--- config.mk ---
export PLATFORM = sky130hd
export DESIGN_NAME = spimsp_top
export DESIGN_NICKNAME = d
export VERILOG_FILES = /design/src/pkg/spimsp_pkg.sv /design/src/design/spimsp_top.sv /design/src/design/spimsp_baud.sv
export SDC_FILE = /design/constraint.sdc
export NUM_CORES = 1
export LEC_CHECK = 0
export BUFFER_PORTS_ARGS = -buffer_cell sky130_fd_sc_hd__buf_2
export CAP_MARGIN = 20
export CORE_AREA = 10 10 94 130
export DETAILED_ROUTE_END_ITERATION = 7
export DIE_AREA = 0 0 104 140
export PLACE_DENSITY = 0.72
export SLEW_MARGIN = 10
export SYNTH_ARGS = -nofsm -noshare
export SYNTH_HDL_FRONTEND = slang
export SYNTH_SLANG_ARGS = --single-unit
export TNS_END_PERCENT = 50
--- constraint.sdc ---
create_clock -name pclk -period 3.1 [get_ports pclk]
set_clock_uncertainty 0.15 [all_clocks]
set_input_delay 0.62 -clock pclk [delete_from_list [all_inputs] [get_ports pclk]]
set_output_delay 0.62 -clock pclk [all_outputs]
set_load 0.02 [all_outputs]
--- src/pkg/spimsp_pkg.sv ---
// constants, field positions and types for the serial master/slave port
// assumes a 32-bit apb slave with byte addresses; 8-bit registers in the low lane
package spimsp_pkg;

  // register indices as printed, byte address is base plus four times the index
  localparam logic [11:0] IDX_STATUS = 12'h000c;
  localparam logic [11:0] IDX_CONTROL = 12'h000d;
  localparam logic [11:0] IDX_RXBUF = 12'h000e;
  localparam logic [11:0] IDX_TXBUF = 12'h000f;
  localparam logic [11:0] IDX_IMASK = 12'h000e;
  localparam logic [11:0] IDX_ISTAT = 12'h000f;
  // the two register banks sit at separate bases
  localparam logic [11:0] BANK2_BASE = 12'h0000;
  localparam logic [11:0] BANK0_BASE = 12'h0100;
  localparam logic [11:0] ADDR_STATUS = BANK2_BASE + (IDX_STATUS << 2);
  localparam logic [11:0] ADDR_CONTROL = BANK2_BASE + (IDX_CONTROL << 2);
  localparam logic [11:0] ADDR_RXBUF = BANK2_BASE + (IDX_RXBUF << 2);
  localparam logic [11:0] ADDR_TXBUF = BANK2_BASE + (IDX_TXBUF << 2);
  localparam logic [11:0] ADDR_IMASK = BANK0_BASE + (IDX_IMASK << 2);
  localparam logic [11:0] ADDR_ISTAT = BANK0_BASE + (IDX_ISTAT << 2);

  // serial_status fields
  localparam int STS_ORDER = 7;
  localparam int STS_DLY_HI = 6;
  localparam int STS_DLY_LO = 5;
  localparam int STS_OD_SO = 3;
  localparam int STS_OD_SCK = 2;
  localparam int STS_FULL = 0;
  localparam logic [7:0] STATUS_WMASK = 8'hec;

  // serial_control fields
  localparam int CTL_CES = 7;
  localparam int CTL_EN = 6;
  localparam int CTL_OVF = 5;
  localparam int CTL_SSE = 4;
  localparam int CTL_IDLE = 3;
  localparam int CTL_BAUD_HI = 2;
  localparam int CTL_BAUD_LO = 0;

  // interrupt mask and status bit of this port
  localparam int IRQ_BIT = 4;

  // reset values
  localparam logic [7:0] STATUS_RST = 8'h00;
  localparam logic [7:0] CONTROL_RST = 8'h00;
  localparam logic [7:0] BUF_RST = 8'h00;
  localparam logic [7:0] IMASK_RST = 8'h00;
  localparam logic [7:0] ISTAT_RST = 8'h00;

  // baud select codes
  localparam logic [2:0] BAUD_TIMER2 = 3'h5;
  localparam logic [2:0] BAUD_SLV_SS = 3'h6;
  localparam logic [2:0] BAUD_SLV_FREE = 3'h7;

  // data-out release delay step, in clock periods
  localparam int DLY_UNIT_CLK = 8;
  localparam int DLY_UNIT_CYC = DLY_UNIT_CLK;
  localparam logic [3:0] LAST_BIT = 4'h7;

  // register select codes
  typedef enum logic [2:0] {
    SEL_STATUS = 3'h0,
    SEL_CONTROL = 3'h1,
    SEL_RXBUF = 3'h2,
    SEL_TXBUF = 3'h3,
    SEL_IMASK = 3'h4,
    SEL_ISTAT = 3'h5,
    SEL_NONE = 3'h7
  } spimsp_sel_t;

  // transfer states
  typedef enum logic [2:0] {
    ST_IDLE = 3'b001,
    ST_SHIFT = 3'b010,
    ST_TAIL = 3'b100
  } spimsp_state_t;

endpackage

--- src/design/spimsp_top.sv ---
// serial master/slave port with apb register access
// assumes pins sampled synchronously to pclk; pad logic resolves the enables
`timescale 1ns/1ns
// How it works
// - port pins claimed over segment and gpio
// - edge select 0: change rising, sample falling
// - edge select 1: change falling, sample rising
// - control bit 6 enables the port
// - slave: unread byte plus new sets overflow
// - shift enable starts byte, self clears
// - control bit 3 sets data-out rest level
// - baud field divides clock or uses timer
// - codes 110/111 slave, select honoured or ignored
// - interrupt reaches output only when masked in
// - status bit 7 picks bit order
// - status bits 6..5 set release delay
// - status bit 3 makes data-out open drain
// - status bit 2 makes clock open drain
// - buffer full flag shows received byte
// - completion copies shifter and sets full together
// - shifting waits for clock edge with enable
// - reading receive buffer clears full flag
// - transmit buffer ignores writes while shifting
// - select high with code 110: data-out released, pins ignored
module spimsp_top #(
  parameter int ADDR_W = 12,
  parameter int BAUD_CNT_W = 5
) (
  input wire logic pclk,
  input wire logic presetn,
  input wire logic psel,
  input wire logic penable,
  input wire logic pwrite,
  input wire logic [ADDR_W-1:0] paddr,
  input wire logic [31:0] pwdata,
  output logic [31:0] prdata,
  output logic pready,
  output logic pslverr,
  input wire logic si_i,
  output logic so_o,
  output logic so_oe,
  input wire logic sck_i,
  output logic sck_o,
  output logic sck_oe,
  input wire logic ss_n_i,
  input wire logic t2_tick_i,
  output logic irq_o,
  output logic [3:0] pin_claim_o
);

  if (ADDR_W < 12) begin : g_bad_addr
    $error("spimsp_top needs ADDR_W of at least 12");
  end

  typedef struct packed {
    spimsp_pkg::spimsp_state_t st;
    logic [7:0] status;
    logic [7:0] control;
    logic [7:0] rx_buf;
    logic [7:0] tx_buf;
    logic [7:0] imask;
    logic [7:0] istat;
    logic [7:0] shreg;
    logic [3:0] bitcnt;
    logic [4:0] dly;
    logic sck_prev;
    logic sck;
    logic so;
    logic so_oe;
    logic sck_oe;
    logic irq;
    logic [3:0] claim;
    logic [7:0] rdata;
    logic ready;
    logic slverr;
  } spimsp_top_state_t;

  spimsp_top_state_t q;
  spimsp_top_state_t d;
  logic half_tick;
  logic baud_run;

  // map a byte address onto a register select code
  function automatic spimsp_pkg::spimsp_sel_t reg_sel(input logic [ADDR_W-1:0] a);
    logic [11:0] a12;
    a12 = a[11:0];
    // upper address bits must be zero; also legal when ADDR_W is exactly 12
    if (a != ADDR_W'(a12)) begin
      return spimsp_pkg::SEL_NONE;
    end
    case (a12)
      spimsp_pkg::ADDR_STATUS: return spimsp_pkg::SEL_STATUS;
      spimsp_pkg::ADDR_CONTROL: return spimsp_pkg::SEL_CONTROL;
      spimsp_pkg::ADDR_RXBUF: return spimsp_pkg::SEL_RXBUF;
      spimsp_pkg::ADDR_TXBUF: return spimsp_pkg::SEL_TXBUF;
      spimsp_pkg::ADDR_IMASK: return spimsp_pkg::SEL_IMASK;
      spimsp_pkg::ADDR_ISTAT: return spimsp_pkg::SEL_ISTAT;
      default: return spimsp_pkg::SEL_NONE;
    endcase
  endfunction

  // master clock divider runs only while a byte is in flight
  assign baud_run = (q.st == spimsp_pkg::ST_SHIFT) && q.control[spimsp_pkg::CTL_EN]
                    && !(q.control[spimsp_pkg::CTL_BAUD_HI]
                    && q.control[spimsp_pkg::CTL_BAUD_HI - 1]);

  spimsp_baud #(
    .CNT_W(BAUD_CNT_W)
  ) u_baud (
    .pclk(pclk),
    .presetn(presetn),
    .run(baud_run),
    .code(q.control[spimsp_pkg::CTL_BAUD_HI:spimsp_pkg::CTL_BAUD_LO]),
    .t2_tick(t2_tick_i),
    .half_tick(half_tick)
  );

  // next-state logic: bus access first, then the shifter, then disable
  always_comb begin
    logic en;
    logic clock_edge_select;
    logic slave;
    logic ss_ok;
    logic edge_hit;
    logic lvl;
    logic lsb_first;
    logic setup;
    logic done;
    logic [2:0] code;
    logic [7:0] wd;
    logic [7:0] nxt;
    spimsp_pkg::spimsp_sel_t sel;
    en = 1'b0;
    clock_edge_select = 1'b0;
    slave = 1'b0;
    ss_ok = 1'b0;
    edge_hit = 1'b0;
    lvl = 1'b0;
    lsb_first = 1'b0;
    code = 3'h0;
    nxt = 8'h00;
    d = q;
    wd = pwdata[7:0];
    sel = reg_sel(paddr);
    setup = psel && !penable;
    done = psel && penable && q.ready;

    // apb answer: registered one cycle after setup
    d.ready = setup;
    d.slverr = setup && (sel == spimsp_pkg::SEL_NONE);
    d.rdata = 8'h00;
    if (setup && !pwrite) begin
      case (sel)
        spimsp_pkg::SEL_STATUS: d.rdata = q.status;
        spimsp_pkg::SEL_CONTROL: d.rdata = q.control;
        spimsp_pkg::SEL_RXBUF: d.rdata = q.rx_buf;
        spimsp_pkg::SEL_TXBUF: d.rdata = q.tx_buf;
        spimsp_pkg::SEL_IMASK: d.rdata = q.imask;
        spimsp_pkg::SEL_ISTAT: d.rdata = q.istat;
        default: d.rdata = 8'h00;
      endcase
    end

    // register writes and read side effects at the access edge
    if (done && !pwrite && sel == spimsp_pkg::SEL_RXBUF) begin
      d.status[spimsp_pkg::STS_FULL] = 1'b0;
    end
    if (done && pwrite) begin
      case (sel)
        spimsp_pkg::SEL_STATUS: begin
          d.status = (wd & spimsp_pkg::STATUS_WMASK) | (q.status & ~spimsp_pkg::STATUS_WMASK);
        end
        spimsp_pkg::SEL_CONTROL: begin
          d.control[spimsp_pkg::CTL_CES] = wd[spimsp_pkg::CTL_CES];
          d.control[spimsp_pkg::CTL_EN] = wd[spimsp_pkg::CTL_EN];
          d.control[spimsp_pkg::CTL_OVF] = wd[spimsp_pkg::CTL_OVF];
          d.control[spimsp_pkg::CTL_IDLE] = wd[spimsp_pkg::CTL_IDLE];
          d.control[spimsp_pkg::CTL_BAUD_HI:spimsp_pkg::CTL_BAUD_LO] = wd[2:0];
          if (wd[spimsp_pkg::CTL_SSE] && wd[spimsp_pkg::CTL_EN]
              && q.st != spimsp_pkg::ST_SHIFT) begin
            d.control[spimsp_pkg::CTL_SSE] = 1'b1;
            d.shreg = q.tx_buf;
            d.bitcnt = 4'h0;
            d.st = spimsp_pkg::ST_SHIFT;
          end
        end
        spimsp_pkg::SEL_RXBUF: d.rx_buf = wd;
        spimsp_pkg::SEL_TXBUF: begin
          if (!q.control[spimsp_pkg::CTL_SSE]) begin
            d.tx_buf = wd;
          end
        end
        spimsp_pkg::SEL_IMASK: d.imask = wd;
        spimsp_pkg::SEL_ISTAT: d.istat = wd;
        default: d.istat = d.istat;
      endcase
    end

    // mode decode from the settings now in force
    en = q.control[spimsp_pkg::CTL_EN];
    clock_edge_select = q.control[spimsp_pkg::CTL_CES];
    code = q.control[spimsp_pkg::CTL_BAUD_HI:spimsp_pkg::CTL_BAUD_LO];
    slave = code[2] && code[1];
    ss_ok = (code != spimsp_pkg::BAUD_SLV_SS) || !ss_n_i;
    lsb_first = q.status[spimsp_pkg::STS_ORDER];
    d.sck_prev = sck_i;

    // clock edges: own divider in master, pin edges in slave
    if (q.st == spimsp_pkg::ST_SHIFT && en) begin
      if (!slave) begin
        edge_hit = half_tick;
        lvl = ~q.sck;
        if (half_tick) begin
          d.sck = lvl;
        end
      end else begin
        edge_hit = ss_ok && (sck_i != q.sck_prev);
        lvl = sck_i;
      end
    end else if (!slave) begin
      d.sck = clock_edge_select; // master clock rests at the edge-select level
    end

    // shift: change edge drives the next bit, sample edge takes one in
    if (edge_hit) begin
      if (lvl != clock_edge_select) begin
        d.so = lsb_first ? q.shreg[0] : q.shreg[7];
      end else begin
        nxt = lsb_first ? {si_i, q.shreg[7:1]} : {q.shreg[6:0], si_i};
        d.shreg = nxt;
        d.bitcnt = q.bitcnt + 4'h1;
        if (q.bitcnt == spimsp_pkg::LAST_BIT) begin
          d.control[spimsp_pkg::CTL_SSE] = 1'b0;
          d.istat[spimsp_pkg::IRQ_BIT] = 1'b1;
          if (slave && d.status[spimsp_pkg::STS_FULL]) begin
            d.control[spimsp_pkg::CTL_OVF] = 1'b1;
          end else begin
            d.rx_buf = nxt;
            d.status[spimsp_pkg::STS_FULL] = 1'b1;
          end
          d.st = spimsp_pkg::ST_TAIL;
          d.dly = 5'(({3'h0, q.status[spimsp_pkg::STS_DLY_HI:spimsp_pkg::STS_DLY_LO]} + 5'h1)
                  * spimsp_pkg::DLY_UNIT_CYC - 1);
        end
      end
    end

    // hold the last bit, then release data-out to its rest level
    if (q.st == spimsp_pkg::ST_TAIL && d.st == spimsp_pkg::ST_TAIL) begin
      if (q.dly == 5'h00) begin
        d.so = ~q.control[spimsp_pkg::CTL_IDLE];
        d.st = spimsp_pkg::ST_IDLE;
      end else begin
        d.dly = q.dly - 5'h01;
      end
    end else if (q.st == spimsp_pkg::ST_IDLE && d.st == spimsp_pkg::ST_IDLE) begin
      d.so = ~q.control[spimsp_pkg::CTL_IDLE];
    end

    // a disabled port drops any byte in flight
    if (!d.control[spimsp_pkg::CTL_EN]) begin
      d.st = spimsp_pkg::ST_IDLE;
      d.control[spimsp_pkg::CTL_SSE] = 1'b0;
    end

    // registered pad controls and interrupt from the next state
    en = d.control[spimsp_pkg::CTL_EN];
    code = d.control[spimsp_pkg::CTL_BAUD_HI:spimsp_pkg::CTL_BAUD_LO];
    slave = code[2] && code[1];
    ss_ok = (code != spimsp_pkg::BAUD_SLV_SS) || !ss_n_i;
    d.so_oe = en && ss_ok && (!d.status[spimsp_pkg::STS_OD_SO] || !d.so);
    d.sck_oe = en && !slave && (!d.status[spimsp_pkg::STS_OD_SCK] || !d.sck);
    d.irq = d.istat[spimsp_pkg::IRQ_BIT] && d.imask[spimsp_pkg::IRQ_BIT];
    d.claim = {en && (code == spimsp_pkg::BAUD_SLV_SS), en, en, en};
  end

  // state register; all writable bits clear, data-out rests high
  always_ff @(posedge pclk or negedge presetn) begin
    if (!presetn) begin
      q.st <= spimsp_pkg::ST_IDLE;
      q.status <= spimsp_pkg::STATUS_RST;
      q.control <= spimsp_pkg::CONTROL_RST;
      q.rx_buf <= spimsp_pkg::BUF_RST;
      q.tx_buf <= spimsp_pkg::BUF_RST;
      q.imask <= spimsp_pkg::IMASK_RST;
      q.istat <= spimsp_pkg::ISTAT_RST;
      q.shreg <= 8'h00;
      q.bitcnt <= 4'h0;
      q.dly <= 5'h00;
      q.sck_prev <= 1'b0;
      q.sck <= 1'b0;
      q.so <= 1'b1;
      q.so_oe <= 1'b0;
      q.sck_oe <= 1'b0;
      q.irq <= 1'b0;
      q.claim <= 4'h0;
      q.rdata <= 8'h00;
      q.ready <= 1'b0;
      q.slverr <= 1'b0;
    end else begin
      q <= d;
    end
  end

  // outputs straight from the state register
  assign prdata = {24'h0000_00, q.rdata};
  assign pready = q.ready;
  assign pslverr = q.slverr;
  assign so_o = q.so;
  assign so_oe = q.so_oe;
  assign sck_o = q.sck;
  assign sck_oe = q.sck_oe;
  assign irq_o = q.irq;
  assign pin_claim_o = q.claim;

endmodule // spimsp_top

--- src/design/spimsp_baud.sv ---
// half-period tick generator for the master serial clock
// assumes run is held for the whole byte; the timer tick is a one-cycle pulse
`timescale 1ns/1ns
module spimsp_baud #(
  parameter int CNT_W = 5
) (
  input wire logic pclk,
  input wire logic presetn,
  input wire logic run,
  input wire logic [2:0] code,
  input wire logic t2_tick,
  output logic half_tick
);

  if (CNT_W < 5) begin : g_bad_width
    $error("spimsp_baud needs CNT_W of at least 5");
  end

  typedef struct packed {
    logic [CNT_W-1:0] cnt;
    logic tick;
  } spimsp_baud_state_t;

  spimsp_baud_state_t q;
  spimsp_baud_state_t d;
  logic [CNT_W-1:0] tc;

  // codes 0 to 4: half period is 2^code cycles, so the clock is the oscillator over 2^(code+1); code 5: one timer tick
  always_comb begin
    d = q;
    tc = (CNT_W'(1) << code) - CNT_W'(1);
    d.tick = 1'b0;
    if (!run) begin
      d.cnt = '0;
    end else if (code == spimsp_pkg::BAUD_TIMER2) begin
      d.cnt = '0;
      d.tick = t2_tick;
    end else if (q.cnt >= tc) begin
      d.cnt = '0;
      d.tick = 1'b1;
    end else begin
      d.cnt = q.cnt + CNT_W'(1);
    end
  end

  // state register
  always_ff @(posedge pclk or negedge presetn) begin
    if (!presetn) begin
      q <= '0;
    end else begin
      q <= d;
    end
  end

  assign half_tick = q.tick;

endmodule // spimsp_baud

==> Yosys cells after proc, flatten, opt, wreduce, memory -nomap -nowiden <==
Cells that the tools add are included.
{ "totals": {"ff_bits": 94, "inputBits": 53, "output_inout_bits": 43, "wordCells": 171} }
{ "op_classes": {"add_sub_neg": 6, "order_cmp": 1, "n_eq_ne": 25, "shifts": 1, "muxes": 64, "n_bitwise": 4, "reduce_logical": 44} }
{ "ops": {"columns": ["operator", "n"], "rows": [
  ["$mux W8", 13],
  ["$mux W63", 1],
  ["$eq A12 B6 Y1 const B", 4],
  ["$pmux W8 S6", 1],
  ["$mux W17", 2],
  ["$mux W1", 27],
  ["$mux W5", 5],
  ["$eq A12 B9 Y1 const B", 2],
  ["$logic_and A1 B1 Y1", 24],
  ["$mux W12", 2],
  ["$mux W3", 8],
  ["$eq A3 B3 Y1 const B", 7],
  ["$pmux W3 S6", 1],
  ["$sub A5 B1 Y5 const B", 2],
  ["$eq A3 B1 Y1 const B", 3],
  ["$eq A3 B2 Y1 const B", 3],
  ["$logic_not A1 Y1", 9],
  ["$or A8 B5 Y8", 1],
  ["$reduce_and A2 Y1", 4],
  ["$mux W2", 3],
  ["$mux W6", 1],
  ["$ne A3 B3 Y1 const B", 2],
  ["$add A5 B1 Y5 const B", 1],
  ["$ge A5 B5 Y1", 1],
  ["12 further kinds", 18]
]} }

==> Longest topological paths before layout <==
Gate-level depths: netlist of the first run.
{ "logic_depth": {"depth_word": 17, "depth_mapped": 12} }

==> Hierarchy <==
From an unflattened synthesis of the first run, not the netlist that was laid out.
{ "hier_totals": {"cells_unflattened": 431, "hier_area_um2": 4847.1} }
{ "modules_own_cells": {"columns": ["module", "n_inst", "cells_each", "area_per_inst_um2", "seq_area_each_um2"], "rows": [
  ["spimsp_top", 1, 383, 4391.7, 2079.5],
  ["spimsp_baud", 1, 48, 455.4, 150.1]
]} }

==> Worst setup path after synthesis of the first run <==
Ideal clock, no wire load.
{ "synth_path": {"kind": "input to register", "startpoint": "input paddr[1]", "endpoint": "register q[53] in the netlist's numbering", "setup_time_ns": 0.125, "t_arrival_ns": 2.909, "path_slack_ns": -0.084, "cell_stages": 10, "path_buffers": 1, "path_cell_list": "nor4_4 and3_1 nand2_1 or2_2 ha_1 nor2b_1 and4_1 buf_2 nand4b_1 mux2_2"} }
{ "synth_between": {"elab_chain_cells": 4, "elab_cells_between_ends": 9} }
{ "synth_rtl": {"columns": ["element", "line", "rtl"], "rows": [
  ["start: declaration", "spimsp_top.sv:34", "input wire logic [ADDR_W-1:0] paddr,"],
  ["$eq A12 B9 Y1 or $eq A12 B6 Y1 (tied branches)", "spimsp_top.sv:91", "case (a12)"],
  ["$pmux W3 S6 (*)", "spimsp_top.sv:91", null],
  ["$eq A3 B2 Y1 (*)", "spimsp_top.sv:169", "case (sel)"],
  ["$reduce_and A3 Y1 (no line) (*)", null, null],
  ["end: declaration", "spimsp_top.sv:78", "spimsp_top_state_t q;"]
]} }
Every way passes the cells marked *; elsewhere a longest branch is shown, timed or not.
A chain may end at the register's enable or synchronous reset.

==> Worst setup path after layout of the first run <==
{ "layout_path": {"startpoint": "input paddr[6]", "endpoint": "register q[53] in the netlist's numbering"} }
Same word-level chain as after synthesis.

==> results of run 1 <==
==> layout make-up <==
class / count / area [um2]
Fill cell: 850 / 4320
Multi-Input combinational cell: 320 / 2300
Timing Repair Buffer: 71 / 418
Tap cell: 135 / 169
Sequential cell: 89 / 2230
Clock inverter: 4 / 50.0
Clock buffer: 12 / 267
Inverter: 12 / 45.0
==> final timing paths <==
kind / start / endpoint / slack [ns] / depth (start not counted)
setup reg to reg: q[71] / q[62] / 0.48 / 6
setup / recovery: paddr[6] / q[53] / 0.30 / 11
hold / removal: presetn / u_baud.q[3] / 0.16 / 1
hold reg to reg: u_baud.q[1] / u_baud.q[1] / 0.34 / 1
min in group pclk: sck_i / q[19] / 0.26 / 1
max in group asynchronous: presetn / q[85] / 1.95 / 2
==> cell families (layout without fill, tap and decap cells) <==
group / count (synthesis) / after routing / share of synthesized area
other: 1 / 24 / 0.000778
DFF: 89 / 89 / 0.462
xor gates and xnor gates: 5 / 5 / 0.00908
buffers and inverters: 67 / 99 / 0.0841
muxes: 73 / 73 / 0.162
and+or+nand+nor: 128 / 128 / 0.146
AOI/OAI and AO/OA: 81 / 81 / 0.112
adders and majority gates: 9 / 9 / 0.0234
==> metrics by stage <==
stage | util | TNS (ns) | hold slack, ns | worst slack (ns) | cells
6_report | 0.559 | 0 | 0.156 | 0.304 | 643
2_1_floorplan | - | 0 | 0.174 | 0.0352 | 476
3_5_place_dp | 0.527 | -0.0313 | 0.334 | -0.0182 | 627
4_1_cts | 0.559 | 0 | 0.182 | 0.316 | 643
5_1_grt | 0.559 | 0 | 0.207 | 0.0878 | 643
3_3_place_gp | 0.527 | 0 | 0.326 | 0.00282 | 627
==> power breakdown <==
group	total, mW	internal (mW)	switching, mW
combinational	0.121	0.0298	0.0916
clock	1.13	0.689	0.443
sequential	1.17	1.16	0.00137
==> cells in the mapped netlist (2+ instances only) <==
library cell	number
a211oi_1	2
a21boi_0	2
a21o_1	2
a21oi_1	16
a221o_1	7
a221oi_1	3
a222oi_1	3
a22oi_1	6
a31oi_1	8
and2_1	5
and3_1	2
and4_1	3
buf_1	2
buf_2	6
buf_4	37
clkbuf_1	9
dfrtp_1	87
dfstp_2	2
ha_1	9
inv_1	12
mux2_2	38
mux2i_1	34
nand2_1	30
nand2b_1	3
nand3_1	14
nand4_1	3
nor2_1	32
nor2b_1	5
nor3_1	9
nor3_4	2
nor3b_1	3
o21ai_0	22
o22ai_1	2
or2_2	2
or3_1	4
xnor2_1	2
xor2_1	3
==> registers in the layout (all words and copies together) (netlist names) <==
name	flops
pin_claim_o	2
pready	1
pslverr	1
sck_oe	1
q	66
prdata	8
so_oe	1
sck_o	1
irq_o	1
u_baud.half_tick	1
u_baud.q	5
so_o	1
==> routing by layer <==
metal  vias up  track usage
li1       1671            -
met1      1766        0.176
met2        99        0.289
met3        17       0.0468
met4         0       0.0683
met5         -            0
==> worst max-delay path, delay by kind of cell <==
kind / cells / cell delay [ns]
buffers and inverters: 2 / 0.32
adder cells (fa/ha/maj): 1 / 0.16
multiplexers: 1 / 0.30
AND/OR/NAND/NOR: 7 / 1.48
==> flow_summary_export.csv, run 1 <==
group,metric,value,unit
setup_path,cpPeakStageDelay,0.36,ns
floorplan,die_h,140,um
cts,ctsLongestPathBuffers,2,
pwr,leakagePower,2.70,nW
drt,drc,0,
synth,synth_edf_count,0,
placed_design,port_buffers,47,
floorplan,start_util,0.492,
placed_design,hpwl,8.84,mm
synth,async_reset_ff_frac,1.00,
synth,yosys.area.top_type_share,0.451,
drt,ant_nets,0,
synth,yosysWarnings,0,
placed_design,placed_area,0.00516,mm2
timing,max_slew_margin,0.550,
floorplan,io_pins,96,
pwr,total_power,2.42,mW
final_layout,drive_above_1_share,0.274,
timing,final_min_period_over_clock_period,0.902,
synth,synth_area_leaders,"dfrtp_1, mux2_2, mux2i_1",
drt,wl_met3,692,um
cts,tritoncts,"built",
timing,period_needed,2.80,ns
synth,yosys.area.top_type,"dfrtp_1",
floorplan,num_rows,43,
timing,tightest_slew,0.676,ns
pwr,p_per_area,442,mW/mm2
setup_path,crit_type,"input port to flop",
setup_path,start_kind,"input port",
final_layout,mostFrequentLayoutCells,"dfrtp_1, buf_2, mux2_2",
setup_path,arrival,2.87,ns
drt,m1WireLength,4.44,mm
setup_path,crit_required,3.18,ns
floorplan,die_area,0.0146,mm2
synth,synth_area,0.00482,mm2
run_status,status,"finished clean",
cts,h-tree-depth,3,
global_routing,track_usage,0.162,
drt,met2_length,6.11,mm
global_routing,antenna_found_initial,0,
pwr,irDropWorstVdd,0.243,mV
global_routing,grt-ovfl-total,0,
cts,cts_sinks,89,
synth,avgSynthCellArea,10.6,um2
floorplan,die_w,104,um
hold_path,hold_path.class,"input port to async pin",
final_layout,diodes,0,
placed_design,routabilityCongestion,0.888,
cts,insertion_delay,0.34,ns
cts,post_cts_buffers,0,
drt,drtIter0Drc,246,
setup_path,slowest_stage,"and4_1",
setup_path,crit_path_end_kind,"flop",
global_routing,first_global_vias,3850,
timing,hold_viol,0,
floorplan,coreArea,0.00979,mm2
drt,vias_per_cell,5.53,
final_layout,final_area,0.00548,mm2
drt,wirelength,11.5,mm
drt,num_vias,3553,
synth,synth.ff_latch_count,89,
cts,clk_pin_slew,0.06,ns
synth,synthFlopType,"dfrtp_1",
final_layout,syn_to_final_growth,13.5,%
cts,cts_resized,0,
cts,cts_made_buffers,9,
final_layout,nets,565,
global_routing,grt_max_degree,54,
setup_path,crit_fanout,8,
global_routing,grt_pass1_wl,19.5,mm
final_layout,final_common_cell,"dfrtp_1",
synth,yosysSeqAreaShare,0.462,
timing,setup_violations,0,
drt,wl_per_cell,17.9,um
cts,cts_root_buf,"clkbuf_16",
timing,rsz0062_at_grt,"no",
drt,top_layer,"met4",
synth,synthCells,453,
setup_path,cp_cell_sequence,"buf_2 -> nor4_4 -> and3_4 -> nand2_1 -> or2_4 -> ha_4 -> nor2b_1 -> and4_1 -> nand4b_1 -> buf_4 -> mux2_4",
cts,ctsHoldBuffers,0,
synth,ys_types,59,
timing,drv_slew,0,
timing,clock.fmax,358,MHz
drt,dr.pass1.iters,4,
run,maxCapViolations,0,
Note: power is estimated with default switching activity, not from simulation.
==> run 2: changes to the inputs <==
- BUFFER_PORTS_ARGS: -buffer_cell sky130_fd_sc_hd__buf_2 -> -buffer_cell sky130_fd_sc_hd__buf_4
- CORE_AREA: 10 10 94 130 -> 10 10 129 178
- DIE_AREA: 0 0 104 140 -> 0 0 139 188
- PLACE_DENSITY: 0.72 -> default
- clock period: 3.1 -> 2.5 ns (I/O delays scaled with it)
==> run 2 against run 1 <==
Effect of this change: wire length is 14% higher; register-to-register slack worse by 0.39 ns; total power is 18% higher; combinational power is 49% higher; sequential cell count stayed put; first-iteration DRC count is 12% lower; highest routed layer unchanged.
==> flow_summary_export.csv, run 2 (same netlist as run 1, synthesis figures left out) <==
group,metric,value,unit
final_layout,utilization,0.314,
floorplan,io_pins,96,
floorplan,die_w,139,um
final_layout,final_common_cell,"dfrtp_1",
cts,cts_root_buf,"clkbuf_16",
placed_design,routabilityCongestion,0.831,
setup_path,arrival,2.56,ns
drt,drc,0,
global_routing,grt_pass1_wl,20.8,mm
final_layout,mostFrequentLayoutCells,"dfrtp_1, buf_4, mux2_2",
pwr,irDropWorstVdd,0.297,mV
drt,ant_nets,0,
global_routing,antenna_found_initial,0,
timing,drv_slew,0,
cts,tritoncts,"built",
drt,wirelength,13.1,mm
drt,dr.pass1.iters,4,
final_layout,nets,588,
drt,vias_per_cell,4.64,
timing,clock.fmax,402,MHz
global_routing,grt_max_degree,44,
floorplan,die_area,0.0261,mm2
setup_path,cpMostUsedCell,"buf_4",
global_routing,first_global_vias,3781,
global_routing,grt-ovfl-total,0,
timing,period_needed,2.49,ns
setup_path,slowest_stage,"mux2_4",
cts,cts_made_buffers,9,
setup_path,crit_type,"input port to flop",
final_layout,largest_register,"q",
floorplan,coreArea,0.0197,mm2
setup_path,cp_cell_sequence,"buf_4 -> nor3_2 -> buf_4 -> and3_4 -> nand2_2 -> or2_4 -> ha_4 -> nor2b_4 -> and4_4 -> nand4b_1 -> buf_6 -> mux2_4",
timing,max_slew_margin,0.601,
floorplan,start_util,0.245,
final_layout,largest_register_ffs,66,
placed_design,port_buffers,47,
timing,rsz0062_at_grt,"yes",
timing,tightest_slew,0.599,ns
drt,num_vias,3631,
setup_path,crit_required,2.57,ns
setup_path,cp_num_buf_inv,3,
final_layout,diodes,0,
floorplan,die_h,188,um
run_status,status,"finished clean",
timing,layout_setup_ws,0.0115,ns
cts,insertion_delay,0.34,ns
floorplan,num_rows,61,
pwr,p_per_area,462,mW/mm2
drt,drtIter0Drc,216,
drt,wl_per_cell,16.8,um
placed_design,hpwl,10.0,mm
cts,ctsLongestPathBuffers,2,
setup_path,cpLargestDelayFamily,"simple AND/OR/NAND/NOR gates",
final_layout,syn_to_final_growth,28.1,%
timing,hold_viol,0,
cts,clk_pin_slew,0.06,ns
placed_design,dp_slack,-0.589,ns
global_routing,track_usage,0.0982,
timing,setup_violations,0,
pwr,leakagePower,2.87,nW
run,maxCapViolations,0,
cts,h-tree-depth,3,
setup_path,cpPeakStageDelay,0.29,ns
cts,cts_sinks,89,
hold_path,hold_path.class,"input port to flop",
final_layout,drive_above_1_share,0.355,
timing,final_min_period_over_clock_period,0.995,
setup_path,crit_path_end_kind,"flop",
setup_path,start_kind,"input port",
setup_path,crit_fanout,8,
[run 2: changes by cell type in the layout (fill, tap and decap cells not counted), moves of 4 or more]
| cell | before | now |
|---|---|---|
| a21oi_1 | 16 | 9 |
| a21oi_2 | 0 | 7 |
| a31oi_1 | 8 | 3 |
| a31oi_4 | 0 | 5 |
| buf_2 | 46 | 0 |
| buf_4 | 25 | 81 |
| buf_6 | 0 | 8 |
| o21ai_0 | 22 | 16 |
| o21ai_4 | 0 | 4 |
[run 2: layout make-up]
| cell class | count | area (um2) |
|---|---|---|
| fill | 2029 | 13500 |
| multi-input combinational | 320 | 2540 |
| tap | 252 | 315 |
| sequential | 89 | 2230 |
| clock inverter | 3 | 17.5 |
| clock buffer | 12 | 246 |
| inverter | 12 | 45.0 |
| timing repair buffer | 94 | 778 |
[run 2: path summary, 6_finish.rpt]
| kind | startpoint | endpoint | slack (ns) | cells past startpoint |
|---|---|---|---|---|
| max | paddr[9] | q[53] | 0.01 | 12 |
| min | sck_i | q[19] | 0.13 | 1 |
| max reg2reg | q[71] | q[87] | 0.09 | 5 |
| min reg2reg | u_baud.q[1] | u_baud.q[1] | 0.35 | 1 |
| max in group asynchronous | presetn | q[85] | 1.04 | 3 |
| min in group asynchronous | presetn | q[42] | 0.51 | 2 |
[run 2: stage by stage]
stage	std cells	setup TNS (ns)	hold WS (ns)	cell area [um2]	total power [mW]
floorplan	476	-11.62	0.0544	4960	1.56
global placement	764	-18.82	0.316	5600	1.64
detailed placement	764	-18.86	0.318	5600	1.64
CTS	781	-0.0330	0.126	5930	2.88
global route	782	-1.27	0.137	6180	2.95
finish	782	0	0.135	6180	2.85
[run 2: repair_timing]
action                                  in CTS  in global routing
endpoints found under the setup margin      41                 48
pin swaps                                    9                 21
gates resized for setup                     15                 49
buffers inserted                             1                  1
hold buffers                                 1                  0
hold endpoints to repair                    29                  0
[run 2: where the power goes]
part	switching [mW]	total, mW	internal (mW)	leakage [nW]
logic	0.124	0.180	0.0561	1.53
registers	0.00183	1.44	1.44	1.21
clock network	0.537	1.23	0.692	0.128
total	0.662	2.85	2.19	2.87
[run 2: layer usage]
metal	track usage	vias to the layer above	share of wire
li1	-	1721	-
met1	0.106	1806	0.38
met2	0.183	89	0.55
met3	0.0190	15	0.046
met4	0.0386	0	0.020
met5	0	-	0
[run 2: worst register-to-register path: cells and delay by family, from the launching register on]
kind               cells  cell delay (ns)
AOI/OAI and AO/OA      2             0.60
DFF                    1             0.45
and+or+nand+nor        3             1.08
==> run 3: changes to the inputs <==
- RECOVER_POWER: default -> 25
- SKIP_CTS_REPAIR_TIMING: default -> 1
- SKIP_LAST_GASP: default -> 1
==> run 3 against run 2 <==
Effect of this change: register-to-register slack better by 0.02 ns; setup slack better by 0.0035 ns; combinational power is 4% lower; sequential cell count stayed put; wire length is 0.31% lower; clock power hardly changed.
==> flow_summary_export.csv, run 3 (same netlist as run 1, synthesis figures left out) <==
group,metric,value,unit
cts,tritoncts,"built",
pwr,leakagePower,2.86,nW
run,maxCapViolations,0,
placed_design,routabilityCongestion,0.831,
pwr,total_power,2.85,mW
global_routing,grt_pass1_wl,20.7,mm
setup_path,crit_path_end_kind,"flop",
cts,h-tree-depth,3,
placed_design,place_inst,764,
timing,period_needed,2.49,ns
timing,layout_setup_ws,0.0149,ns
final_layout,largest_register,"q",
drt,num_vias,3588,
drt,ant_nets,0,
final_layout,diodes,0,
timing,setup_violations,0,
drt,drtIter0Drc,231,
setup_path,cpMostUsedCell,"buf_6",
floorplan,coreArea,0.0197,mm2
hold_path,whs_path_depth,1,
setup_path,startpoint,"paddr[1]",
drt,vias_per_cell,4.58,
cts,ctsLongestPathBuffers,2,
placed_design,port_buffers,47,
timing,clock.fmax,402,MHz
timing,final_min_period_over_clock_period,0.994,
drt,drc,0,
final_layout,mostFrequentLayoutCells,"dfrtp_1, buf_4, mux2_2",
final_layout,seq_area,0.00223,mm2
pwr,irDropWorstVdd,0.300,mV
cts,clk_pin_slew,0.06,ns
final_layout,fill_cells,2041,
cts,cts_sinks,89,
timing,rsz0062_at_grt,"yes",
global_routing,antenna_found_initial,0,
floorplan,die_w,139,um
final_layout,fin_cells,783,
hold_path,hold_path.startpoint,"sck_i",
setup_path,crit_type,"input port to flop",
floorplan,die_area,0.0261,mm2
global_routing,track_usage,0.0976,
hold_path,hold_path.class,"input port to flop",
drt,wl_per_cell,16.7,um
final_layout,final_common_cell,"dfrtp_1",
final_layout,largest_register_ffs,66,
floorplan,num_rows,61,
timing,drv_slew,0,
timing,max_slew_margin,0.483,
cts,cts_made_buffers,9,
pwr,p_per_area,466,mW/mm2
cts,insertion_delay,0.34,ns
floorplan,io_pins,96,
global_routing,grt_max_degree,44,
drt,dr.pass1.iters,4,
setup_path,worst-r2r-cell-count,5,
setup_path,r2r_start,"q[71]",
cts,cts_root_buf,"clkbuf_16",
final_layout,drive_above_1_share,0.343,
setup_path,cp_cell_sequence,"buf_6 -> nor4_4 -> and3_4 -> nand2_2 -> or2_4 -> ha_4 -> buf_6 -> a211oi_2 -> a21oi_2 -> mux2_4 -> a221oi_4",
timing,whs,0.158,ns
final_layout,multi_input_area,0.00249,mm2
run_status,status,"finished clean",
timing,hold_viol,0,
setup_path,crit_required,2.60,ns
floorplan,die_h,188,um
drt,wirelength,13.1,mm
timing,tightest_slew,0.775,ns
setup_path,slowest_stage,"mux2_4",
setup_path,cpPeakStageDelay,0.35,ns
global_routing,first_global_vias,3767,
placed_design,hpwl,10.0,mm
global_routing,grt-ovfl-total,0,
placed_design,dp_slack,-0.589,ns
setup_path,start_kind,"input port",
setup_path,crit_fanout,4,
final_layout,nets,589,
floorplan,start_util,0.245,
setup_path,arrival,2.58,ns
final_layout,syn_to_final_growth,26.5,%
## run 3: cell type report
| class | count | area share |
|---|---|---|
| clock buffer | 12 | 0.0404 |
| clock inverter | 3 | 0.00287 |
| inverter | 12 | 0.00738 |
| multi-input combinational | 320 | 0.408 |
| sequential | 89 | 0.365 |
| tap | 252 | 0.0517 |
| timing repair buffer | 95 | 0.124 |
## run 3: path summary, 6_finish.rpt
path	endpoint	slack [ns]
worst max-delay path	so_oe	0.01
worst min-delay path	q[19]	0.16
worst max register to register	q[87]	0.11
worst min register to register	u_baud.q[1]	0.35
max in group asynchronous	q[84]	0.41
min in group asynchronous	q[42]	0.64
## run 3: critical path, delay by kind of cell
kind	cells	cell delay [ns]
adder cells (fa/ha/maj)	1	0.17
buffers and inverters	2	0.22
AND/OR/NAND/NOR	4	0.80
AO/OA/AOI/OAI	3	0.53
multiplexers	1	0.35
## run 3: per-layer routing
metal | vias to the layer above | track usage | wire length, um
met3 | 17 | 0.0190 | 562
met2 | 79 | 0.182 | 7260
met5 | - | 0 | 0
met4 | 0 | 0.0386 | 266
met1 | 1771 | 0.104 | 4970
li1 | 1721 | - | -
## run 3: metrics by stage
stage	setup TNS (ns)	utilization	cell area, um2
after floorplan	-11.62	-	4960
after global placement	-18.82	0.285	5600
after detailed placement	-18.86	0.285	5600
after CTS	-2.98	0.298	5870
after global routing	-1.31	0.310	6100
final	0	0.310	6100
## run 3: where the power goes
group / switching [mW] / internal [mW]
Sequential: 0.00178 / 1.44
Combinational: 0.121 / 0.0523
Clock: 0.535 / 0.692
